`config.mk`:
```
export PLATFORM = sky130hd
export DESIGN_NAME = csa_top
export DESIGN_NICKNAME = d
export VERILOG_FILES = /design/src/hdl/csa_alarm.v /design/src/hdl/csa_output.v /design/src/hdl/csa_top.v
export VERILOG_INCLUDE_DIRS = /design/src /design/src/hdl
export SDC_FILE = /design/constraint.sdc
export NUM_CORES = 2
export LEC_CHECK = 0
export ABC_AREA = 1
export BUFFER_PORTS_ARGS = -buffer_cell sky130_fd_sc_hd__buf_2
export CAP_MARGIN = 25
export CORE_ASPECT_RATIO = 0.7
export CORE_UTILIZATION = 45
export CTS_CLUSTER_SIZE = 12
export DETAILED_ROUTE_END_ITERATION = 7
export MAX_ROUTING_LAYER = met4
export PLACE_DENSITY = 0.69
export SLEW_MARGIN = 5
export SYNTH_ARGS = -nofsm -noshare
export SYNTH_HDL_FRONTEND = slang
export SYNTH_SLANG_ARGS = --single-unit
```
`constraint.sdc`:
```
create_clock -name clock -period 6.96 [get_ports clock]
set_clock_uncertainty 0.2 [all_clocks]
set_input_delay 1.392 -clock clock [delete_from_list [all_inputs] [get_ports clock]]
set_output_delay 1.392 -clock clock [all_outputs]
set_load 0.005 [all_outputs]
```
`src/hdl/csa_defs.vh`:
```
// Shared constants for the channel scaling and alarm output block
`ifndef CSA_DEFS_VH
`define CSA_DEFS_VH

// Input type codes
`define CSA_TYPE_OFF      4'h0
`define CSA_TYPE_V0_5     4'h1
`define CSA_TYPE_V1_5     4'h2
`define CSA_TYPE_V0_10    4'h3
`define CSA_TYPE_V2_10    4'h4
`define CSA_TYPE_RTD      4'h5
`define CSA_TYPE_MV80     4'h6
`define CSA_TYPE_MV120    4'h7
`define CSA_TYPE_TC       4'h8

// Nominal spans in input units (mV for voltage, 0.01 mV for millivolt types)
`define CSA_MV_0          32'sh00000000
`define CSA_MV_1000       32'sh000003E8
`define CSA_MV_2000       32'sh000007D0
`define CSA_MV_5000       32'sh00001388
`define CSA_MV_10000      32'sh00002710
`define CSA_UMV_M3000     32'shFFFFF448
`define CSA_UMV_8000      32'sh00001F40
`define CSA_UMV_M5000     32'shFFFFEC78
`define CSA_UMV_12000     32'sh00002EE0

// Extension resolution: 0.01 V is 10 mV, 0.01 mV is one unit
`define CSA_EXT_V_STEP    32'sh0000000A
`define CSA_EXT_MV_STEP   32'sh00000001
`define CSA_EXT_LO1_MAX   9'h0C7
`define CSA_EXT_LO2_MAX   9'h063
`define CSA_EXT_HI_MAX    9'h0C7
`define CSA_EXT_MV_MAX    9'h18F

// Scale limits
`define CSA_SCALE_MAX     16'sh270F
`define CSA_SCALE_MIN     16'shD8F1
`define CSA_RTD_MAX       16'sh270F
`define CSA_RTD_MIN       16'shD8F1
`define CSA_BIAS_MAX      8'sh63
`define CSA_BIAS_MIN      8'sh9D

// Alarm source codes
`define CSA_SRC_NONE      3'h0
`define CSA_SRC_AL1       3'h1
`define CSA_SRC_AL2       3'h2
`define CSA_SRC_ANY       3'h3
`define CSA_SRC_BOTH      3'h4

// Output modes
`define CSA_MODE_OFF      2'h0
`define CSA_MODE_NO       2'h1
`define CSA_MODE_NC       2'h2

// Timing
`define CSA_CLK_HZ        200000000
`define CSA_TICK_SCALE    975
`define CSA_TICK_DIV      1000
`define CSA_TIME_MAX      10'h3E7
`define CSA_RANGE_OK      2'h0
`define CSA_RANGE_OVER    2'h1
`define CSA_RANGE_UNDER   2'h2

`endif

```
`src/hdl/csa_alarm.v`:
```
// Threshold alarm comparator with hysteresis for one alarm of one channel
`timescale 1ns/1ps
`default_nettype none
module csa_alarm
(
    input  wire               clock,
    input  wire               reset,
    input  wire               valid,
    input  wire signed [15:0] value,
    input  wire               under_mode,
    input  wire signed [15:0] threshold,
    input  wire        [15:0] hysteresis,
    output reg                alarm_r
);
    wire signed [16:0] hys_s = {1'b0, hysteresis};
    wire signed [17:0] set_lo = threshold - hys_s;
    wire signed [17:0] set_hi = threshold + hys_s;
    reg alarm_nxt;

    // Set beyond threshold offset by hysteresis, clear on return past threshold
    always @*
    begin
        alarm_nxt = alarm_r;
        if (valid)
        begin
            if (under_mode)
            begin
                // under threshold alarm
                // hysteresis offset
                if (value < set_lo || (hysteresis == 16'h0000 && value < threshold))
                    alarm_nxt = 1'b1;
                else if (value >= threshold)
                    alarm_nxt = 1'b0;
            end
            else
            begin
                // hysteresis offset
                if (value > set_hi || (hysteresis == 16'h0000 && value > threshold))
                    alarm_nxt = 1'b1;
                else if (value <= threshold)
                    alarm_nxt = 1'b0;
            end
        end
    end

    always @(posedge clock or posedge reset)
    begin
        if (reset)
            alarm_r <= 1'b0;
        else
            alarm_r <= alarm_nxt;
    end
endmodule
`default_nettype wire

```
`src/hdl/csa_output.v`:
```
// One relay output: alarm combining, polarity, delays and hold times
`timescale 1ns/1ps
`default_nettype none
`include "csa_defs.vh"
module csa_output
#(
    parameter CHANNELS = 8
)
(
    input  wire                  clock,
    input  wire                  reset,
    input  wire                  tick,
    input  wire [CHANNELS-1:0]   al1,
    input  wire [CHANNELS-1:0]   al2,
    input  wire [3*CHANNELS-1:0] source,
    input  wire                  and_mode,
    input  wire [1:0]            mode,
    input  wire [9:0]            close_delay,
    input  wire [9:0]            open_delay,
    input  wire [9:0]            close_hold,
    input  wire [9:0]            open_hold,
    output reg                   closed_r,
    output reg                   active_r
);
    reg [CHANNELS-1:0] att;
    reg [CHANNELS-1:0] chan_al;
    reg                want_active;
    reg                want_closed;
    reg [10:0]         credit_r;
    reg [9:0]          hold_r;
    reg [10:0]         credit_nxt;
    wire [9:0]         delay_sel = closed_r ? open_delay : close_delay;
    integer i;

    // per-channel source select
    always @*
    begin
        att = {CHANNELS{1'b0}};
        chan_al = {CHANNELS{1'b0}};
        for (i = 0; i < CHANNELS; i = i + 1)
        begin
            case (source[3*i +: 3])
                `CSA_SRC_AL1:  chan_al[i] = al1[i];
                `CSA_SRC_AL2:  chan_al[i] = al2[i];
                `CSA_SRC_ANY:  chan_al[i] = al1[i] | al2[i];
                `CSA_SRC_BOTH: chan_al[i] = al1[i] & al2[i];
                default:       chan_al[i] = 1'b0;
            endcase
            att[i] = (source[3*i +: 3] != `CSA_SRC_NONE);
        end
    end

    // Combine attached channel alarms and apply polarity
    always @*
    begin
        if (and_mode)
            // all attached in alarm
            want_active = (att != {CHANNELS{1'b0}}) && ((chan_al | ~att) == {CHANNELS{1'b1}});
        else
            // any attached in alarm
            want_active = |(chan_al & att);
        // polarity
        case (mode)
            `CSA_MODE_NO: want_closed = want_active;
            `CSA_MODE_NC: want_closed = ~want_active;
            default:      want_closed = 1'b0;
        endcase
    end

    // Credit counter moves up while the switch condition holds, down when not
    always @*
    begin
        credit_nxt = credit_r;
        if (tick)
        begin
            if (want_closed != closed_r)
                credit_nxt = credit_r + 11'h001;
            else if (credit_r != 11'h000)
                // decrement instead of restart
                credit_nxt = credit_r - 11'h001;
        end
    end

    // counters clear and output open on reset
    always @(posedge clock or posedge reset)
    begin
        if (reset)
        begin
            closed_r <= 1'b0;
            active_r <= 1'b0;
            credit_r <= 11'h000;
            hold_r   <= 10'h000;
        end
        else
        begin
            active_r <= want_active;
            if (mode == `CSA_MODE_OFF)
            begin
                // inactive output stays open
                closed_r <= 1'b0;
                credit_r <= 11'h000;
                hold_r   <= 10'h000;
            end
            else if (hold_r != 10'h000)
            begin
                // hold after switching
                if (tick)
                    hold_r <= hold_r - 10'h001;
                credit_r <= 11'h000;
            end
            // close delay
            // open delay
            else if (want_closed != closed_r &&
                     (credit_nxt > {1'b0, delay_sel} || delay_sel == 10'h000))
            begin
                closed_r <= want_closed;
                credit_r <= 11'h000;
                hold_r   <= want_closed ? close_hold : open_hold;
            end
            else
                credit_r <= credit_nxt;
        end
    end
endmodule
`default_nettype wire

```
`src/hdl/csa_top.v`:
```
// Channel scaling, range check, alarms and relay output control
`timescale 1ns/1ps
`default_nettype none
`include "csa_defs.vh"
// Functional notes
// Voltage span minimum maps to bottom scale, maximum to top scale, linearly
// Bottom scale above top scale gives falling display for rising input
// Outside extended span show over or under range instead of result
// Voltage extensions in 0.01 V; lower only for 1-5 and 2-10 V
// Resistance thermometer range limits lie within -999.9 and 999.9
// Temperature channels add signed bias, 0.1 degree units, up to 9.9
// Thermocouple types ignore user scale and extensions; millivolt types use them
// Millivolt mode swaps bottom and top so lower limit is smaller
// Millivolt spans -30..80 or -50..120 mV, extensions up to 3.99 mV
// Result carries a selectable decimal position of zero to three digits
// Inactive output stays open and ignores alarms; relay_active_r still follows the alarm combination in mode OFF
// Each output is normally open or normally closed
// OR mode: active when any attached channel alarms
// AND mode: active only when all attached channels alarm
// Channel source: none, alarm one, two, either, or both
// Open to closed waits for close delay
// Closed to open waits for open delay
// Frequent condition above half duty still switches eventually
// New output state is held for the hold time
// Delays and holds programmable 0 to 999 seconds
// Real times may be about 2.5 percent short
// Under mode alarms while value below threshold
// Nonzero hysteresis offsets the alarm set point
// One second tick; reset clears counters and opens outputs
module csa_top
#(
    parameter CHANNELS   = 8,
    parameter OUTPUTS    = 4,
    parameter TICK_COUNT = (`CSA_CLK_HZ / `CSA_TICK_DIV) * `CSA_TICK_SCALE
)
(
    input  wire                     clock,
    input  wire                     reset,
    input  wire                     sample_valid,
    input  wire [2:0]               sample_chan,
    input  wire signed [31:0]       sample_raw,
    input  wire [3:0]               input_type,
    input  wire signed [15:0]       top_scale_value,
    input  wire signed [15:0]       bottom_scale_value,
    input  wire [8:0]               upper_ext,
    input  wire [8:0]               lower_ext,
    input  wire signed [7:0]        bias,
    input  wire [1:0]               dec_point,
    input  wire                     first_alarm_direction,
    input  wire signed [15:0]       threshold1,
    input  wire [15:0]              hysteresis1,
    input  wire                     second_alarm_direction,
    input  wire signed [15:0]       threshold2,
    input  wire [15:0]              hysteresis2,
    input  wire [2*OUTPUTS-1:0]     out_mode,
    input  wire [OUTPUTS-1:0]       out_and_mode,
    input  wire [3*CHANNELS*OUTPUTS-1:0] out_source,
    input  wire [10*OUTPUTS-1:0]    close_delay,
    input  wire [10*OUTPUTS-1:0]    open_delay,
    input  wire [10*OUTPUTS-1:0]    close_hold,
    input  wire [10*OUTPUTS-1:0]    open_hold,
    output reg                      result_valid_r,
    output reg  [2:0]               result_chan_r,
    output reg  signed [15:0]       result_value_r,
    output reg  [1:0]               result_dec_r,
    output reg                      over_range_indication_r,
    output reg                      under_range_indication_r,
    output reg  [CHANNELS-1:0]      alarm1_r,
    output reg  [CHANNELS-1:0]      alarm2_r,
    output reg  [OUTPUTS-1:0]       relay_closed_r,
    output reg  [OUTPUTS-1:0]       relay_active_r,
    output reg                      tick_r
);
    ////////////////////////////////////////////////////////////////////////
    // One-second tick

    reg [31:0] tick_cnt_r;

    // tick from system clock
    // timebase about 2.5 percent short
    always @(posedge clock or posedge reset)
    begin
        if (reset)
        begin
            tick_cnt_r <= 32'h00000000;
            tick_r     <= 1'b0;
        end
        else if (tick_cnt_r >= TICK_COUNT - 1)
        begin
            tick_cnt_r <= 32'h00000000;
            tick_r     <= 1'b1;
        end
        else
        begin
            tick_cnt_r <= tick_cnt_r + 32'h00000001;
            tick_r     <= 1'b0;
        end
    end

    ////////////////////////////////////////////////////////////////////////
    // Span selection and extension limits

    reg signed [31:0] span_lo;
    reg signed [31:0] span_hi;
    reg signed [31:0] ext_lo;
    reg signed [31:0] ext_hi;
    reg               use_scale;
    reg               is_temp;
    reg               is_off;
    reg        [8:0]  lo_ext_c;
    reg        [8:0]  hi_ext_c;

    always @*
    begin
        span_lo   = `CSA_MV_0;
        span_hi   = `CSA_MV_10000;
        use_scale = 1'b1;
        is_temp   = 1'b0;
        is_off    = 1'b0;
        lo_ext_c  = 9'h000;
        // upper extension capped at 1.99 V
        hi_ext_c  = (upper_ext > `CSA_EXT_HI_MAX) ? `CSA_EXT_HI_MAX : upper_ext;
        ext_lo    = `CSA_MV_0;
        ext_hi    = `CSA_MV_0;
        // nominal voltage spans
        case (input_type)
            `CSA_TYPE_V0_5:
                span_hi = `CSA_MV_5000;
            `CSA_TYPE_V1_5:
            begin
                span_lo  = `CSA_MV_1000;
                span_hi  = `CSA_MV_5000;
                // lower extension only for nonzero base
                lo_ext_c = (lower_ext > `CSA_EXT_LO1_MAX) ? `CSA_EXT_LO1_MAX : lower_ext;
            end
            `CSA_TYPE_V0_10:
                span_hi = `CSA_MV_10000;
            `CSA_TYPE_V2_10:
            begin
                span_lo  = `CSA_MV_2000;
                span_hi  = `CSA_MV_10000;
                lo_ext_c = (lower_ext > `CSA_EXT_LO2_MAX) ? `CSA_EXT_LO2_MAX : lower_ext;
            end
            // millivolt spans and extensions
            `CSA_TYPE_MV80, `CSA_TYPE_MV120:
            begin
                span_lo  = (input_type == `CSA_TYPE_MV80) ? `CSA_UMV_M3000 : `CSA_UMV_M5000;
                span_hi  = (input_type == `CSA_TYPE_MV80) ? `CSA_UMV_8000 : `CSA_UMV_12000;
                lo_ext_c = (lower_ext > `CSA_EXT_MV_MAX) ? `CSA_EXT_MV_MAX : lower_ext;
                hi_ext_c = (upper_ext > `CSA_EXT_MV_MAX) ? `CSA_EXT_MV_MAX : upper_ext;
            end
            // thermocouple sensors use fixed ranges, no user scale
            `CSA_TYPE_RTD, `CSA_TYPE_TC:
            begin
                use_scale = 1'b0;
                is_temp   = 1'b1;
                hi_ext_c  = 9'h000;
            end
            default:
            begin
                is_off   = 1'b1;
                hi_ext_c = 9'h000;
            end
        endcase
        if (input_type == `CSA_TYPE_MV80 || input_type == `CSA_TYPE_MV120)
        begin
            ext_lo = span_lo - $signed({23'h0, lo_ext_c}) * `CSA_EXT_MV_STEP;
            ext_hi = span_hi + $signed({23'h0, hi_ext_c}) * `CSA_EXT_MV_STEP;
        end
        else
        begin
            ext_lo = span_lo - $signed({23'h0, lo_ext_c}) * `CSA_EXT_V_STEP;
            ext_hi = span_hi + $signed({23'h0, hi_ext_c}) * `CSA_EXT_V_STEP;
        end
    end

    ////////////////////////////////////////////////////////////////////////
    // Scaling arithmetic

    reg signed [15:0] s_bot;
    reg signed [15:0] s_top;
    reg signed [31:0] num;
    reg signed [31:0] den;
    reg signed [31:0] scaled;
    reg signed [31:0] biased;
    reg signed [7:0]  bias_c;
    reg signed [15:0] value_c;
    reg        [1:0]  range_c;

    always @*
    begin
        // bottom may exceed top, giving a falling slope
        s_bot = bottom_scale_value;
        s_top = top_scale_value;
        // millivolt mode orders the limits
        if ((input_type == `CSA_TYPE_MV80 || input_type == `CSA_TYPE_MV120) &&
            bottom_scale_value > top_scale_value)
        begin
            s_bot = top_scale_value;
            s_top = bottom_scale_value;
        end
        num = (sample_raw - span_lo) * (s_top - s_bot);
        den = span_hi - span_lo;
        // linear map of span onto scale
        scaled = s_bot + num / den;
        // bias limited to 9.9 degrees
        bias_c = (bias > `CSA_BIAS_MAX) ? `CSA_BIAS_MAX :
                 (bias < `CSA_BIAS_MIN) ? `CSA_BIAS_MIN : bias;
        if (use_scale)
            biased = scaled;
        else
            biased = sample_raw + {{24{bias_c[7]}}, bias_c};
        // temperature range clamp at 999.9
        if (is_temp && biased > $signed({{16{1'b0}}, `CSA_RTD_MAX}))
            biased = {{16{1'b0}}, `CSA_RTD_MAX};
        else if (is_temp && biased < $signed({{16{1'b1}}, `CSA_RTD_MIN}))
            biased = {{16{1'b1}}, `CSA_RTD_MIN};
        else if (biased > $signed({{16{1'b0}}, `CSA_SCALE_MAX}))
            biased = {{16{1'b0}}, `CSA_SCALE_MAX};
        else if (biased < $signed({{16{1'b1}}, `CSA_SCALE_MIN}))
            biased = {{16{1'b1}}, `CSA_SCALE_MIN};
        value_c = biased[15:0];
        // range check against extended span
        if (use_scale && sample_raw > ext_hi)
            range_c = `CSA_RANGE_OVER;
        else if (use_scale && sample_raw < ext_lo)
            range_c = `CSA_RANGE_UNDER;
        else
            range_c = `CSA_RANGE_OK;
    end

    ////////////////////////////////////////////////////////////////////////
    // Result register

    always @(posedge clock or posedge reset)
    begin
        if (reset)
        begin
            result_valid_r           <= 1'b0;
            result_chan_r            <= 3'h0;
            result_value_r           <= 16'sh0000;
            result_dec_r             <= 2'h0;
            over_range_indication_r  <= 1'b0;
            under_range_indication_r <= 1'b0;
        end
        else
        begin
            result_valid_r <= sample_valid & ~is_off;
            if (sample_valid && !is_off)
            begin
                result_chan_r            <= sample_chan;
                result_value_r           <= value_c;
                // decimal position passed with the result
                result_dec_r             <= dec_point;
                over_range_indication_r  <= (range_c == `CSA_RANGE_OVER);
                under_range_indication_r <= (range_c == `CSA_RANGE_UNDER);
            end
        end
    end

    ////////////////////////////////////////////////////////////////////////
    // Per-channel alarms

    wire [CHANNELS-1:0] a1_w;
    wire [CHANNELS-1:0] a2_w;
    wire                val_ok = result_valid_r & ~over_range_indication_r &
                                 ~under_range_indication_r;

    genvar g;
    generate
        for (g = 0; g < CHANNELS; g = g + 1)
        begin : g_ch
            csa_alarm u_a1
            (
                .clock      (clock),
                .reset      (reset),
                .valid      (val_ok && result_chan_r == g),
                .value      (result_value_r),
                .under_mode (first_alarm_direction),
                .threshold  (threshold1),
                .hysteresis (hysteresis1),
                .alarm_r    (a1_w[g])
            );
            csa_alarm u_a2
            (
                .clock      (clock),
                .reset      (reset),
                .valid      (val_ok && result_chan_r == g),
                .value      (result_value_r),
                .under_mode (second_alarm_direction),
                .threshold  (threshold2),
                .hysteresis (hysteresis2),
                .alarm_r    (a2_w[g])
            );
        end
    endgenerate

    ////////////////////////////////////////////////////////////////////////
    // Relay outputs

    wire [OUTPUTS-1:0] closed_w;
    wire [OUTPUTS-1:0] active_w;

    generate
        for (g = 0; g < OUTPUTS; g = g + 1)
        begin : g_out
            // times limited to 999 seconds
            csa_output #(.CHANNELS(CHANNELS)) u_out
            (
                .clock       (clock),
                .reset       (reset),
                .tick        (tick_r),
                .al1         (a1_w),
                .al2         (a2_w),
                .source      (out_source[3*CHANNELS*g +: 3*CHANNELS]),
                .and_mode    (out_and_mode[g]),
                .mode        (out_mode[2*g +: 2]),
                .close_delay ((close_delay[10*g +: 10] > `CSA_TIME_MAX) ? `CSA_TIME_MAX
                              : close_delay[10*g +: 10]),
                .open_delay  ((open_delay[10*g +: 10] > `CSA_TIME_MAX) ? `CSA_TIME_MAX
                              : open_delay[10*g +: 10]),
                .close_hold  ((close_hold[10*g +: 10] > `CSA_TIME_MAX) ? `CSA_TIME_MAX
                              : close_hold[10*g +: 10]),
                .open_hold   ((open_hold[10*g +: 10] > `CSA_TIME_MAX) ? `CSA_TIME_MAX
                              : open_hold[10*g +: 10]),
                .closed_r    (closed_w[g]),
                .active_r    (active_w[g])
            );
        end
    endgenerate

    // Registered alarm and relay outputs
    always @(posedge clock or posedge reset)
    begin
        if (reset)
        begin
            alarm1_r       <= {CHANNELS{1'b0}};
            alarm2_r       <= {CHANNELS{1'b0}};
            relay_closed_r <= {OUTPUTS{1'b0}};
            relay_active_r <= {OUTPUTS{1'b0}};
        end
        else
        begin
            alarm1_r       <= a1_w;
            alarm2_r       <= a2_w;
            relay_closed_r <= closed_w;
            relay_active_r <= active_w;
        end
    end
endmodule
`default_nettype wire

```
## After elaboration in Yosys (flattened, before gate mapping)

Cells that the tools add are included.

- Register bits after elaboration: 189
- Latch bits: 0
- Memory bits (writable): 0
- Bits in read-only memories: 0
- Input port bits: 436
- Output and inout port bits: 49
- Logic and storage cells: 614
- Memories kept: 0

- Add/sub/neg operators: 26
- Multipliers: 3
- Div/mod/pow operators: 1
- Order comparisons: 45
- Equal/unequal tests: 171
- Shift operators: 0
- Muxes and demuxes: 154
- Bitwise operators: 37
- Reductions and logical operators: 133

Operators with widths:

| kind | number |
|---|---|
| 10-bit 2-to-1 mux | 40 |
| 11-bit 2-to-1 mux | 24 |
| 3-bit by 2-bit == test with 1-bit output (second input constant) | 66 |
| 10-bit greater-than comparator (second input constant) | 16 |
| 32-bit 2-to-1 mux | 4 |
| 1-bit one-hot mux with 4 select lines | 32 |
| 3-bit nonzero test | 38 |
| 3-bit == test (second input constant) | 36 |
| 3-bit by 1-bit == test with 1-bit output (second input constant) | 33 |
| 16-bit 2-to-1 mux | 6 |
| 32-bit one-hot mux with 3 select lines | 1 |
| 32-bit subtractor | 2 |
| 16-bit greater-than comparator | 3 |
| 3-bit AND reduction | 16 |
| 9-bit 2-to-1 mux | 5 |
| 11-bit by 1-bit adder with 11-bit output (second input constant) | 4 |
| 11-bit by 10-bit greater-than comparator with 1-bit output | 4 |
| 11-bit nonzero test | 4 |
| 11-bit by 1-bit subtractor with 11-bit output (second input constant) | 4 |
| 10-bit logical NOT | 4 |
| 10-bit nonzero test | 4 |
| 8-bit OR reduction | 5 |
| 10-bit by 1-bit subtractor with 10-bit output (second input constant) | 4 |
| 16-bit by 17-bit adder with 18-bit output | 2 |
| 63 further kinds | 213 |

## Depth between registers and ports, before layout

- Depth after elaboration: 17
- Gate-level depth with buffers: 765

## Cells and area by module

From an unflattened synthesis, not the netlist that was laid out.

- Cells, all modules: 17375
- Area, all modules: 111772.2 µm²

Modules (own cells, without submodules):

| module | instances | cells an instance | area each (µm²) |
|---|---|---|---|
| csa_top | 1 | 7696 | 49791.5 |
| csa_alarm (g_ch[3].u_a2 ...) | 9 | 497 | 3188.1 |
| csa_alarm (g_ch[0].u_a1 ...) | 7 | 478 | 3116.7 |
| csa_output | 4 | 465 | 2867.8 |

## Worst setup path before layout

OpenSTA, ideal clock, no wires.

- Kind: input port to flip-flop
- Start point: input input_type[2]
- End point: register result_value_r[13]
- Library setup time: 0.121 ns
- Arrival: 91.933 ns
- Data required time: 6.639 ns
- Setup slack: -85.294 ns
- Cell stages on the path: 731
- Buffers on the path: 28
- Cells stage by stage: inv_1 nor2_1 inv_1 nor2_1 clkbuf_1 inv_1 clkbuf_1 clkbuf_1 nand2_1 ha_1 inv_1 fa_1 nand3_1 nand2_1 a21oi_1 o21ai_0 a21oi_1 xnor2_1 [... 695 more ...] inv_1 o21ai_0 inv_1 o21ai_0 inv_1 o21ai_0 nand3_1 nand2_1 a21oi_1 o21ai_0 a21oi_1 o21ai_0 o21ai_0 o41ai_1 nand2_1 inv_2 buf_6 a21oi_1

- Word-level cells in the longest chain between the ends: 14
- Elaborated cells on any way between the ends: 37

Ends and longest elaborated chain:

| element | line | text |
|---|---|---|
| from (decl) | csa_top.v:42 | `input wire [3:0] input_type,` |
| parallel branches: the longest is 14 deep, another holds 32-bit subtractor | -- |  |
| to (signal assigned) | csa_top.v:252 | `result_value_r <= value_c;` |
| to (decl) | csa_top.v:64 | `output reg signed [15:0] result_value_r,` |

Parallel ways; which one is timed is not known.
A chain may end at the register's enable or synchronous reset.

==> metrics.log <==
INFO  metric gp_congestion = 1.03
INFO  metric maximum_number_of_pins_on_one_net_before_global_route_repair = 147
INFO  metric violated_checks = DRC, setup timing
INFO  metric crit_type = input port to register
INFO  metric cpPeakStageDelay = 0.60 ns
INFO  metric max_slew_margin = roughly a third
INFO  metric mappedNetlistArea = 0.0629 mm²
INFO  metric wl_per_cell = 18.8 µm
INFO  metric post_synth_most_frequent_cells = sky130_fd_sc_hd__nand2_1, sky130_fd_sc_hd__inv_1, sky130_fd_sc_hd__ha_1
INFO  metric h-tree-depth = 4
INFO  metric grt-ovfl-total = 0
INFO  metric element_type_at_the_critical_path_start = input port
INFO  metric final_core_util = 69.5%
INFO  metric pre_cts_slack = -79.82 ns
INFO  metric chipHeight = 315 µm
INFO  metric tightest_slew = 0.987 ns
INFO  metric post-synth-top-area-cell = sky130_fd_sc_hd__ha_1
INFO  metric cts-root-to-sink-buffers = 3
INFO  metric sequential_cell_area_in_the_final_layout = 0.00473 mm²
INFO  metric hpwl = approximately 200000 µm
INFO  metric finalCritPeriodShare = 1330%
INFO  metric drt_pass1_iterations = 8
INFO  metric finalMaxSlewViolations = 0
INFO  metric synth.area.top_cells = sky130_fd_sc_hd__ha_1, sky130_fd_sc_hd__nand2_1, sky130_fd_sc_hd__fa_1
INFO  metric grt_setup_unrepaired = yes
INFO  metric worst_setup_path_end_kind = register
INFO  metric nFillCells = 10.5k
INFO  metric areaGrowthSynthToFinish = 52.8%
INFO  metric port-buffer-count = 484
INFO  metric clock_tree.root_cell = sky130_fd_sc_hd__clkbuf_16
INFO  metric min_period = 92.38 ns
INFO  metric fmaxAchievable = roughly 11 MHz
INFO  metric post_synthesis_cell_count = 9493
INFO  metric synth_edf_count = 0
INFO  metric multiInputGateArea = 0.0552 mm²
INFO  metric cts.clk_slew.worst_paths = 0.07 ns
INFO  metric wl = 281000 µm
INFO  metric detailroute.via_count = 82.0k
INFO  metric critical_path_peak_fanout = 22
INFO  metric io-pin-count = 485
INFO  metric finalHoldViolCount = 0
INFO  metric first_iter_violations = 8678
INFO  metric critPathSlowestCell = sky130_fd_sc_hd__fa_1
INFO  metric cap_violations = 0
INFO  metric die-area = 0.141 mm²
INFO  metric placementRows = 114
INFO  metric grt_antenna_before_repair = 12
INFO  metric route.antenna.remaining_nets = 0
INFO  metric synth_warnings = 0
INFO  metric synth_most_common_cell = sky130_fd_sc_hd__nand2_1
INFO  metric ys.flop_type = sky130_fd_sc_hd__dfrtp_1
INFO  metric core_area = 0.138 mm²
INFO  metric cts_tree = yes
INFO  metric syn-mean-instance-area = 6.63 µm²
INFO  metric worstPathArrival = 92.63 ns
INFO  metric drive_gt1_share = 36.6%
INFO  metric async_reset_ff_share = 100%
INFO  metric cp.required = 7.21 ns
INFO  metric synth-seq-area-share = about 7.5%
INFO  metric die_extent_in_x = 449 µm
INFO  metric drc = 2
INFO  metric min_path_type = register to register
INFO  metric floorplan.initialDensity = 45.5%
INFO  metric netlist.area_leader.share = 19.5%
INFO  metric route.detailed.vias_per_inst = 5.49
INFO  metric cts-buffers-inserted = 25
INFO  metric final_nets = approximately 15k
INFO  metric clk-insertion-delay-late = 0.53 ns
INFO  metric postLayoutSetupSlackWorst = -85.42 ns
INFO  metric ys_seq_elements = roughly 190
INFO  metric crit_top_cell = sky130_fd_sc_hd__nand2_2
INFO  metric grt_util_all_layers = 35.8%
INFO  metric grt_pass1_wl = 400000 µm
INFO  metric report.final.setup_viol = 17
INFO  metric number_of_global_route_vias_before_repair = 77.1k
INFO  metric synth_cell_types = 86
INFO  metric cts.sink_count = between 150 and 200
INFO  metric run_status = finished, violations left
routing by layer:
layer | routed length, µm | vias to the layer above | global-route usage (%)
li1 | - | 37800 | -
met1 | 115000 | 38200 | 47.5
met3 | 29600 | 1332 | 6.25
met2 | 121000 | 4582 | 55.1
met5 | 0 | - | -
met4 | 15000 | 0 | 11.6
per-stage QoR:
step	TNS, ns	hold slack (ns)	std cells	area (µm²)
final	-1366.26	0.156	14900	96100
after global routing	-1430.05	0.161	14900	96100
after CTS	-1217.01	0.158	14700	91900
after detailed placement	-1278.13	0.141	13900	84300
after global placement	-1220.76	0.138	13900	84300
after floorplan	-1224.98	0.131	9647	64800
cell families (layout without fill, tap and decap cells):
logic type | count (synthesis) | after routing | share of synthesized area, %
muxes | 28 | 28 | 0.449
other | 2 | 172 | 0.0119
and+or+nand+nor | 3747 | 3747 | 25.7
AOI/OAI and AO/OA | 1737 | 1737 | 16.5
DFF | 189 | 189 | 7.52
adders and majority gates | 1308 | 1308 | 30.0
xor gates and xnor gates | 519 | 519 | 7.25
buffers and inverters | 1963 | 5389 | 12.6
layout make-up:
class                   count  area share (%)
repair buffers           3564            27.3
flip-flops and latches    189            4.92
multi-input cells        7495            57.4
well taps                1856            2.42
inverters                1790            7.12
clock buffers              29           0.687
repair inverters            2          0.0156
clock inverters             4          0.0521
diodes                     16          0.0417
critical path, delay by kind of cell:
kind / cells / cell delay (ns)
compound gates: 233 / 37.43
simple gates: 257 / 25.96
buf+inv: 173 / 15.18
fa+ha+maj: 39 / 11.77
xor+xnor: 2 / 0.46
worst paths after layout:
check | startpoint | end | slack (ns) | depth (start not counted)
setup / recovery | top_scale_value[9] | result_value_r[5]$_DFFE_PP0P_ | -85.42 | 704
setup reg to reg | g_ch[2].u_a2.alarm_r$_DFFE_PP0P_ | g_out[0].u_out.hold_r[0]$_DFFE_PP0P_ | 0.74 | 35
hold / removal | g_out[0].u_out.active_r$_DFF_PP0_ | relay_active_r[0]$_DFF_PP0_ | 0.16 | 0
max in group asynchronous | reset | tick_cnt_r[0]$_DFF_PP0_ | 4.66 | 3
hold reg to reg | g_out[0].u_out.active_r$_DFF_PP0_ | relay_active_r[0]$_DFF_PP0_ | 0.16 | 0
min in group asynchronous | reset | g_out[2].u_out.hold_r[9]$_DFFE_PP0P_ | 0.67 | 2
cells in the final DEF, fill, tap and decap left out, drive strengths merged, types with 42 or more instances in the layout:
cell / n
a21o: 56
a21oi: 691
a31oi: 45
buf: 3562
conb: 156
dfrtp: 189
fa: 330
ha: 978
inv: 1770
nand2: 1964
nand3: 363
nand4: 112
nor2: 917
nor3: 135
nor4: 44
o211ai: 42
o21ai: 492
o21bai: 92
o22ai: 73
or2: 140
xnor2: 180
xor2: 339
sequential cells by signal, indices dropped and copies added (netlist names):
name / flops
result_dec_r: 2
result_value_r: 16
under_range_indication_r: 1
alarm1_r: 8
over_range_indication_r: 1
tick_cnt_r: 32
g_out.u_out.credit_r: 44
g_out.u_out.hold_r: 40
relay_closed_r: 4
g_ch.u_a2.alarm_r: 8
g_ch.u_a1.alarm_r: 8
tick_r: 1
g_out.u_out.active_r: 4
relay_active_r: 4
result_chan_r: 3
alarm2_r: 8
g_out.u_out.closed_r: 4
result_valid_r: 1
repair_timing:
action | in CTS | in global routing
hold buffers | 0 | 0
gates cloned | 3 | 1
buffers inserted | 779 | 199
pin swaps | 292 | 574
resized for setup | 247 | 607
endpoints found under the setup margin | 17 | 18
Power is left out: the tool's default activity adds up to more than one toggle a clock period on the data nets, which glitch-free logic cannot reach.
